--- src/hdl/upc_pkg.sv ---
package upc_pkg;
  // ****************************************************************
  // Register map
  // ****************************************************************
  localparam logic [7:0] OFS_INT_ENABLE = 8'h00;
  localparam logic [7:0] OFS_HANDSHAKE = 8'h04;
  localparam logic [7:0] OFS_FEATURE = 8'h08;
  localparam logic [7:0] OFS_IO_FUNC = 8'h0C;
  localparam logic [7:0] OFS_INT_STATUS = 8'h10;
  localparam logic [7:0] OFS_INT_CLEAR = 8'h14;
  localparam logic [7:0] OFS_GPIO_DIR = 8'h18;
  localparam logic [7:0] OFS_GPIO_OUT = 8'h1C;
  localparam logic [7:0] OFS_GPIO_IN = 8'h20;
  localparam logic [7:0] OFS_PIN_STATUS = 8'h24;
  // ****************************************************************
  // Field positions and reset values
  // ****************************************************************
  localparam int NUM_SRC = 5;
  localparam int SRC_PIN_CHANGE = 0;
  localparam int SRC_RX_ERROR = 1;
  localparam int SRC_RX_DATA = 2;
  localparam int SRC_TX_SPACE = 3;
  localparam int SRC_MODEM = 4;
  localparam int HS_DTR_BIT = 0;
  localparam int HS_RTS_BIT = 1;
  localparam int FEAT_AUTO_RTS_BIT = 6;
  localparam int IOF_MODEM_BIT = 1;
  localparam int NUM_GPIO = 8;
  localparam int MODEM_LO = 4;
  localparam int GPIO_DTR = 5;
  localparam logic [7:0] RESET_BYTE = 8'h00;
  typedef struct packed {
    logic dsr;
    logic cd;
    logic ri;
  } upc_modem_in_t;
endpackage : upc_pkg

--- src/hdl/upc_pin_ctrl.sv ---
`timescale 1ns/10ps
module upc_pin_ctrl
  import upc_pkg::*;
(
  input wire logic CLK,
  input wire logic RST,
  input wire logic PSEL,
  input wire logic PENABLE,
  input wire logic PWRITE,
  input wire logic [7:0] PADDR,
  input wire logic [31:0] PWDATA,
  output logic [31:0] PRDATA,
  output logic PREADY,
  output logic PSLVERR,
  input wire logic HOST_SEL_I2C,
  input wire logic [NUM_SRC-1:0] SRC_EVENT,
  input wire logic RX_ROOM_OK,
  output logic RTS_N,
  output logic IRQ_N_O,
  output logic IRQ_N_OE,
  output logic HOST_IS_I2C,
  input wire logic [NUM_GPIO-1:0] GPIO_I,
  output logic [NUM_GPIO-1:0] GPIO_O,
  output logic [NUM_GPIO-1:0] GPIO_OE
);
  // ****************************************************************
  // Register state
  // ****************************************************************
  logic [7:0] ien_reg;
  logic [7:0] ien_next;
  logic [7:0] hs_reg;
  logic [7:0] hs_next;
  logic [7:0] feat_reg;
  logic [7:0] feat_next;
  logic [7:0] iof_reg;
  logic [7:0] iof_next;
  logic [7:0] dir_reg;
  logic [7:0] dir_next;
  logic [7:0] gout_reg;
  logic [7:0] gout_next;
  logic [NUM_SRC-1:0] stat_reg;
  logic [NUM_SRC-1:0] stat_next;
  logic [NUM_GPIO-1:0] gin_reg;
  logic [NUM_GPIO-1:0] gin_next;
  logic [31:0] rdata_reg;
  logic [31:0] rdata_next;
  logic ready_reg;
  logic ready_next;
  logic err_reg;
  logic err_next;
  logic rts_n_reg;
  logic rts_n_next;
  logic irq_oe_reg;
  logic irq_oe_next;
  logic host_reg;
  logic host_next;
  logic [NUM_GPIO-1:0] go_reg;
  logic [NUM_GPIO-1:0] go_next;
  logic [NUM_GPIO-1:0] goe_reg;
  logic [NUM_GPIO-1:0] goe_next;
  logic setup;
  logic wr;
  logic hit;
  logic [NUM_SRC-1:0] clr;
  logic [NUM_SRC-1:0] ev;
  logic modem_mode;

  assign setup = PSEL && !PENABLE;
  // A write lands only at the access edge where the ready pulse is seen by the master.
  assign wr = PSEL && PENABLE && ready_reg && PWRITE;
  assign modem_mode = iof_reg[IOF_MODEM_BIT];

  always_comb begin
    ien_next = ien_reg;
    hs_next = hs_reg;
    feat_next = feat_reg;
    iof_next = iof_reg;
    dir_next = dir_reg;
    gout_next = gout_reg;
    clr = '0;
    rdata_next = rdata_reg;
    hit = 1'b1;
    unique case (PADDR)
      OFS_INT_ENABLE: rdata_next = {24'h000000, ien_reg};
      OFS_HANDSHAKE: rdata_next = {24'h000000, hs_reg};
      OFS_FEATURE: rdata_next = {24'h000000, feat_reg};
      OFS_IO_FUNC: rdata_next = {24'h000000, iof_reg};
      OFS_INT_STATUS: rdata_next = {27'h0000000, stat_reg};
      OFS_INT_CLEAR: rdata_next = 32'h00000000;
      OFS_GPIO_DIR: rdata_next = {24'h000000, dir_reg};
      OFS_GPIO_OUT: rdata_next = {24'h000000, gout_reg};
      OFS_GPIO_IN: rdata_next = {24'h000000, gin_reg};
      OFS_PIN_STATUS: rdata_next = {29'h00000000, host_reg, rts_n_reg, irq_oe_reg};
      default: begin
        rdata_next = 32'h00000000;
        hit = 1'b0;
      end
    endcase
    if (wr) begin
      unique case (PADDR)
        OFS_INT_ENABLE: ien_next = PWDATA[7:0];
        OFS_HANDSHAKE: hs_next = PWDATA[7:0];
        OFS_FEATURE: feat_next = PWDATA[7:0];
        OFS_IO_FUNC: iof_next = PWDATA[7:0];
        OFS_INT_CLEAR: clr = PWDATA[NUM_SRC-1:0];
        OFS_GPIO_DIR: dir_next = PWDATA[7:0];
        OFS_GPIO_OUT: gout_next = PWDATA[7:0];
        default: ;
      endcase
    end
    if (!setup) begin
      rdata_next = rdata_reg;
      hit = 1'b1;
    end
    ready_next = setup;
    err_next = setup && !hit;
  end

  // ****************************************************************
  // Interrupt sources and pins
  // ****************************************************************
  always_comb begin
    ev = SRC_EVENT;
    ev[SRC_PIN_CHANGE] = SRC_EVENT[SRC_PIN_CHANGE] || ((gin_reg ^ GPIO_I) != 8'h00);
    stat_next = (stat_reg & ~clr) | ev;
    irq_oe_next = (stat_next & ien_next[NUM_SRC-1:0]) != '0;
    if (feat_next[FEAT_AUTO_RTS_BIT]) begin
      rts_n_next = !RX_ROOM_OK;
    end else begin
      rts_n_next = !hs_next[HS_RTS_BIT];
    end
    gin_next = GPIO_I;
    host_next = HOST_SEL_I2C;
    go_next = gout_next;
    goe_next = dir_next;
    if (iof_next[IOF_MODEM_BIT]) begin
      goe_next[NUM_GPIO-1:MODEM_LO] = 4'h2;
      go_next[NUM_GPIO-1:MODEM_LO] = 4'h0;
      go_next[GPIO_DTR] = !hs_next[HS_DTR_BIT];
    end
  end

  always_ff @(posedge CLK) begin
    if (RST) begin
      ien_reg <= RESET_BYTE;
      hs_reg <= RESET_BYTE;
      feat_reg <= RESET_BYTE;
      iof_reg <= RESET_BYTE;
      dir_reg <= RESET_BYTE;
      gout_reg <= RESET_BYTE;
      stat_reg <= '0;
      gin_reg <= 8'hFF;
      rdata_reg <= 32'h00000000;
      ready_reg <= 1'b0;
      err_reg <= 1'b0;
      rts_n_reg <= 1'b1;
      irq_oe_reg <= 1'b0;
      host_reg <= 1'b0;
      go_reg <= 8'h00;
      goe_reg <= 8'h00;
    end else begin
      ien_reg <= ien_next;
      hs_reg <= hs_next;
      feat_reg <= feat_next;
      iof_reg <= iof_next;
      dir_reg <= dir_next;
      gout_reg <= gout_next;
      stat_reg <= stat_next;
      gin_reg <= gin_next;
      rdata_reg <= rdata_next;
      ready_reg <= ready_next;
      err_reg <= err_next;
      rts_n_reg <= rts_n_next;
      irq_oe_reg <= irq_oe_next;
      host_reg <= host_next;
      go_reg <= go_next;
      goe_reg <= goe_next;
    end
  end

  assign PRDATA = rdata_reg;
  assign PREADY = ready_reg;
  assign PSLVERR = err_reg;
  assign RTS_N = rts_n_reg;
  // The pin only ever pulls low; the board pull-up gives the high level.
  assign IRQ_N_O = 1'b0;
  assign IRQ_N_OE = irq_oe_reg;
  assign HOST_IS_I2C = host_reg;
  assign GPIO_O = go_reg;
  assign GPIO_OE = goe_reg;

  // ****************************************************************
  // Checks
  // ****************************************************************
  chk_irq_enabled_only: assert property (@(posedge CLK) disable iff (RST)
    IRQ_N_OE |-> ($past(stat_next & ien_next[NUM_SRC-1:0]) != '0))
    else $error("irq asserted with no enabled source");
  chk_irq_release: assert property (@(posedge CLK) disable iff (RST)
    ((stat_reg & ien_reg[NUM_SRC-1:0]) == '0) |-> !IRQ_N_OE)
    else $error("irq not released");
  chk_src_sticky: assert property (@(posedge CLK) disable iff (RST)
    $past(SRC_EVENT[SRC_RX_DATA]) |-> stat_reg[SRC_RX_DATA])
    else $error("event lost");
  chk_rts_manual: assert property (@(posedge CLK) disable iff (RST)
    !feat_reg[FEAT_AUTO_RTS_BIT] |-> (RTS_N == !hs_reg[HS_RTS_BIT]))
    else $error("rts does not follow handshake bit");
  chk_rts_auto: assert property (@(posedge CLK) disable iff (RST)
    feat_reg[FEAT_AUTO_RTS_BIT] |-> (RTS_N == !$past(RX_ROOM_OK)))
    else $error("auto rts wrong");
  chk_rts_reset: assert property (@(posedge CLK)
    $fell(RST) |-> RTS_N)
    else $error("rts not high after reset");
  chk_rts_meaning: assert property (@(posedge CLK) disable iff (RST)
    (!RTS_N && !feat_reg[FEAT_AUTO_RTS_BIT]) |-> hs_reg[HS_RTS_BIT])
    else $error("rts low without data ready");
  chk_modem_pins: assert property (@(posedge CLK) disable iff (RST)
    modem_mode |-> (GPIO_OE[NUM_GPIO-1:MODEM_LO] == 4'h2))
    else $error("modem pin directions wrong");
  chk_apb_ready: assert property (@(posedge CLK) disable iff (RST)
    (PSEL && !PENABLE) |=> PREADY)
    else $error("apb ready late");
  // ****************************************************************
  // Further checks
  // ****************************************************************
  chk_rx_error_sticky: assert property (@(posedge CLK) disable iff (RST)
    SRC_EVENT[SRC_RX_ERROR] |=> stat_reg[SRC_RX_ERROR])
    else $error("rx error event lost");
  chk_tx_space_sticky: assert property (@(posedge CLK) disable iff (RST)
    SRC_EVENT[SRC_TX_SPACE] |=> stat_reg[SRC_TX_SPACE])
    else $error("tx space event lost");
  chk_modem_flag_sticky: assert property (@(posedge CLK) disable iff (RST)
    SRC_EVENT[SRC_MODEM] |=> stat_reg[SRC_MODEM])
    else $error("modem flag event lost");
  chk_pin_event_sticky: assert property (@(posedge CLK) disable iff (RST)
    SRC_EVENT[SRC_PIN_CHANGE] |=> stat_reg[SRC_PIN_CHANGE])
    else $error("pin change event lost");
  chk_gpio_change_src: assert property (@(posedge CLK) disable iff (RST)
    (gin_reg != GPIO_I) |=> stat_reg[SRC_PIN_CHANGE])
    else $error("gpio change not flagged");
  chk_clear_works: assert property (@(posedge CLK) disable iff (RST)
    (clr[SRC_RX_DATA] && !ev[SRC_RX_DATA]) |=> !stat_reg[SRC_RX_DATA])
    else $error("status clear ignored");
  chk_set_wins: assert property (@(posedge CLK) disable iff (RST)
    (ev[SRC_RX_DATA] && clr[SRC_RX_DATA]) |=> stat_reg[SRC_RX_DATA])
    else $error("clear beat a new event");
  chk_irq_on: assert property (@(posedge CLK) disable iff (RST)
    ((stat_next & ien_next[NUM_SRC-1:0]) != '0) |=> IRQ_N_OE)
    else $error("irq not asserted");
  chk_irq_drive_low: assert property (@(posedge CLK) disable iff (RST)
    IRQ_N_OE |-> !IRQ_N_O)
    else $error("irq pin driven high");
  chk_enable_write: assert property (@(posedge CLK) disable iff (RST)
    (wr && (PADDR == OFS_INT_ENABLE)) |=> (ien_reg == $past(PWDATA[7:0])))
    else $error("enable write lost");
  chk_rts_auto_room: assert property (@(posedge CLK) disable iff (RST)
    (feat_next[FEAT_AUTO_RTS_BIT] && RX_ROOM_OK) |=> !RTS_N)
    else $error("auto rts not active with room");
  chk_rts_auto_full: assert property (@(posedge CLK) disable iff (RST)
    (feat_next[FEAT_AUTO_RTS_BIT] && !RX_ROOM_OK) |=> RTS_N)
    else $error("auto rts active without room");
  chk_rts_write_low: assert property (@(posedge CLK) disable iff (RST)
    (wr && (PADDR == OFS_HANDSHAKE) && PWDATA[HS_RTS_BIT] && !feat_reg[FEAT_AUTO_RTS_BIT])
    |=> !RTS_N)
    else $error("rts write one not low");
  chk_rts_write_high: assert property (@(posedge CLK) disable iff (RST)
    (wr && (PADDR == OFS_HANDSHAKE) && !PWDATA[HS_RTS_BIT] && !feat_reg[FEAT_AUTO_RTS_BIT])
    |=> RTS_N)
    else $error("rts write zero not high");
  chk_dtr_pin: assert property (@(posedge CLK) disable iff (RST)
    modem_mode |-> (GPIO_O[GPIO_DTR] == !hs_reg[HS_DTR_BIT]))
    else $error("dtr pin level wrong");
  chk_modem_inputs_off: assert property (@(posedge CLK) disable iff (RST)
    modem_mode |-> ((GPIO_O[NUM_GPIO-1:MODEM_LO] & 4'hD) == 4'h0))
    else $error("modem input pins driven");
  chk_gpio_plain_oe: assert property (@(posedge CLK) disable iff (RST)
    !modem_mode |-> (GPIO_OE == dir_reg))
    else $error("gpio direction wrong");
  chk_gpio_plain_out: assert property (@(posedge CLK) disable iff (RST)
    !modem_mode |-> (GPIO_O == gout_reg))
    else $error("gpio output wrong");
  chk_host_copy: assert property (@(posedge CLK) disable iff (RST)
    !$past(RST) |-> (HOST_IS_I2C == $past(HOST_SEL_I2C)))
    else $error("host select copy wrong");
  chk_apb_one_cycle: assert property (@(posedge CLK) disable iff (RST)
    PREADY |=> !PREADY)
    else $error("ready longer than one cycle");
  chk_err_with_ready: assert property (@(posedge CLK) disable iff (RST)
    PSLVERR |-> PREADY)
    else $error("error without ready");
  chk_ready_after_setup: assert property (@(posedge CLK) disable iff (RST)
    PREADY |-> $past(PSEL && !PENABLE))
    else $error("ready without setup");
  chk_rdata_hold: assert property (@(posedge CLK) disable iff (RST)
    !$past(setup) |-> $stable(PRDATA))
    else $error("read data moved");
  chk_unmapped_read: assert property (@(posedge CLK) disable iff (RST)
    (setup && !hit) |=> (PRDATA == 32'h00000000))
    else $error("unmapped read not zero");
  chk_rts_reset_hold: assert property (@(posedge CLK)
    RST |=> RTS_N)
    else $error("rts low in reset");
  chk_gpio_reset_off: assert property (@(posedge CLK)
    RST |=> (GPIO_OE == 8'h00))
    else $error("gpio driven in reset");
  chk_irq_reset_off: assert property (@(posedge CLK)
    RST |=> !IRQ_N_OE)
    else $error("irq active in reset");
endmodule : upc_pin_ctrl

--- config.mk ---
export PLATFORM = sky130hd
export DESIGN_NAME = upc_pin_ctrl
export DESIGN_NICKNAME = d
export VERILOG_FILES = /design/src/hdl/upc_pkg.sv /design/src/hdl/upc_pin_ctrl.sv
export SDC_FILE = /design/constraint.sdc
export NUM_CORES = 1
export LEC_CHECK = 0
export BUFFER_PORTS_ARGS = -buffer_cell sky130_fd_sc_hd__buf_2
export CAP_MARGIN = 40
export CORE_ASPECT_RATIO = 0.6
export CORE_MARGIN = 2
export CORE_UTILIZATION = 52
export DETAILED_ROUTE_END_ITERATION = 7
export GPL_ROUTABILITY_DRIVEN = 1
export PLACE_DENSITY_LB_ADDON = 0.25
export SKIP_CTS_REPAIR_TIMING = 1
export SLEW_MARGIN = 5
export SYNTH_ARGS = -nofsm -noshare
export SYNTH_HDL_FRONTEND = slang
export SYNTH_SLANG_ARGS = --single-unit
--- constraint.sdc ---
create_clock -name CLK -period 4.7 [get_ports CLK]
set_input_delay 0.94 -clock CLK [delete_from_list [all_inputs] [get_ports CLK]]
set_output_delay 0.94 -clock CLK [all_outputs]
set_load 0.005 [all_outputs]
==> impl_metrics.json <==
{
  "setup_viol": 0,
  "crit_type": "input pin to register",
  "fillers": 651,
  "place_congestion": 0.942,
  "setup_tns_ps": 0,
  "routed_via_density": 5.67,
  "async_flop_share": 0,
  "ys.flop_type": "dfxtp_1",
  "yosysSeqAreaShare": 0.429,
  "yosys-top-cells-area": "dfxtp_1 (43%), mux2i_1 (14%), buf_4 (6.5%)",
  "hold_viol_final": 0,
  "hold-worst-slack_ps": 455,
  "drv_slew": 0,
  "synth-edff-count": 0,
  "met2_length_um": 4140,
  "drt-total-wl_um": 9900,
  "leakagePower_nw": 1.69,
  "cp_cell_sequence": "buf_2 -> nor4_2 -> nand2_2 -> nor2_4 -> mux2i_1 -> nor2_1 -> a211oi_1",
  "cts-htree-levels": 3,
  "synth.distinct_cells": 49,
  "row_count": 24,
  "initial_utilization": 0.533,
  "coreArea_mm2": 0.00718,
  "netlist_instances": 408,
  "cp-end-kind": "register",
  "final_common_cell": "dfxtp_1",
  "crit_required_ps": 4950,
  "power.density_mw_per_mm2": 358,
  "peakVddDrop_uv": 171,
  "arrival_ps": 3370,
  "tightest_slew_ps": 1060,
  "die_area_mm2": 0.00807,
  "firstDrtPassIters": 5,
  "fmax_mhz": 320,
  "fin_crit_ps": 3130,
  "yosys_warnings": 0,
  "grt_first_pass_wirelength_um": 15300,
  "final_cells": 554,
  "finalPower_mw": 1.57,
  "grt_antenna_before_repair": 0,
  "slowest_delay_ps": 800,
  "grt_setup_unrepaired": "no",
  "worstSkewPairLatency_ps": 340,
  "drc": 0,
  "grt_overflow": 0,
  "status": "finished, final reports clean",
  "cap_violations": 0,
  "clk_pin_slew_ps": 60,
  "slowest_stage": "nor4_2",
  "via_count": 3140,
  "clock-sinks": 82,
  "die_w_um": 115,
  "relSlewSlack": 0.286,
  "drtIter0Drc": 304,
  "die_y_um": 70.4,
  "numCtsBuffers": 9,
  "drive_above_1_share": 0.253,
  "cts.path.max_buffers": 2,
  "globalRouteTotalUtil": 0.252,
  "finClkSkew_ps": 7.49,
  "utilization": 0.612,
  "min_period_over_period": 0.665,
  "avgSynthCellArea_um2": 9.37,
  "synth_top_area_share": 0.429,
  "dp.cells": 538,
  "path_delay_family": "simple AND/OR/NAND/NOR gates",
  "root_buffer": "clkbuf_16",
  "grt_max_degree": 50,
  "start_kind": "input pin",
  "syn_area_mm2": 0.00382,
  "insertedDiodeCount": 0,
  "synth_top_area_cell": "dfxtp_1",
  "cts_tree": "done",
  "dpl.hpwl_um": 7090,
  "port_buffers": 64,
  "ant_nets": 0,
  "min_path_type": "register to register",
  "m1WireLength_um": 4680,
  "io_pins": 114,
  "met3_length_um": 929,
  "cp_max_fo": 21,
  "area_growth_pct": 15.0,
  "ys_seq_elements": 82,
  "grt_pass1_vias": 2931,
  "path_buf_inv": 1,
  "top_layer_used": "met4",
  "final_nets": 518,
  "layout_common_cells": "dfxtp_1 (82), buf_2 (65), nor2_1 (61), mux2i_1 (53), conb_1 (25)",
  "wire_per_inst_um": 17.9
}
==> worst reg2reg max path, stage by stage (launching register included) <==
cell	delay, ps
dfxtp_1	340
nand4_1	330
nor3_4	650
mux2i_1	390
o22ai_1	150
a21oi_1	170
a21oi_2	70
==> per-stage QoR <==
step / cell area [um2] / setup WS (ps)
3_3_place_gp: 4030 / 1330
3_5_place_dp: 4070 / 1350
5_1_grt: 4390 / 1440
6_report: 4390 / 1570
2_1_floorplan: 3910 / 1890
4_1_cts: 4390 / 1680
==> final cells by class <==
cell class,count,area [um2],area share
Multi-Input combinational cell,295,1930,0.440
Sequential cell,82,1640,0.374
Timing Repair Buffer,70,375,0.0854
Clock buffer,10,239,0.0544
Tap cell,91,114,0.0259
Clock inverter,6,90.1,0.0205
==> worst paths after layout <==
path	start	endpoint	slack, ps	depth (start not counted)
max	PADDR[5]	GPIO_O[5]	1570	7
min	PRDATA[6]	PRDATA[6]	450	2
max reg2reg	PREADY	IRQ_N_OE	2500	6
min reg2reg	PRDATA[6]	PRDATA[6]	450	2
==> cells by family after synthesis <==
kind of cell	synth area share
other	0.000981
and+or+nand+nor	0.200
DFF	0.429
muxes	0.165
AOI/OAI and AO/OA	0.0975
xor gates and xnor gates	0.0183
buffers and inverters	0.0881
==> metal layers <==
layer  up-vias  global-route usage
met5         -                   0
met4         0              0.0867
met3        17              0.0938
met2       163               0.348
met1      1462               0.358
li1       1498                   -
==> power breakdown <==
part / switching (mW) / total [mW] / internal, mW
sequential: 0.00575 / 0.710 / 0.704
clock: 0.284 / 0.764 / 0.480
combinational: 0.0662 / 0.101 / 0.0344
==> cells in the mapped netlist, types with 2 or more instances <==
master / count
nor2_4: 3
a211oi_1: 3
nand3_1: 10
o21ai_0: 12
xnor2_1: 3
nor3_4: 2
nor3_1: 10
mux2_2: 9
nor2b_1: 6
nand4_1: 8
a21oi_1: 12
a22o_1: 2
nor2_1: 61
dfxtp_1: 82
o22ai_1: 7
buf_1: 2
a32oi_1: 2
nand3b_1: 2
xor2_1: 5
a22oi_1: 11
clkbuf_1: 15
nor4b_1: 2
and3_1: 2
or2_2: 8
nor4_1: 2
buf_2: 5
nor3_2: 2
nand2_1: 14
mux2i_1: 53
a31oi_1: 2
buf_4: 33
(Power assumes the default switching activity.)
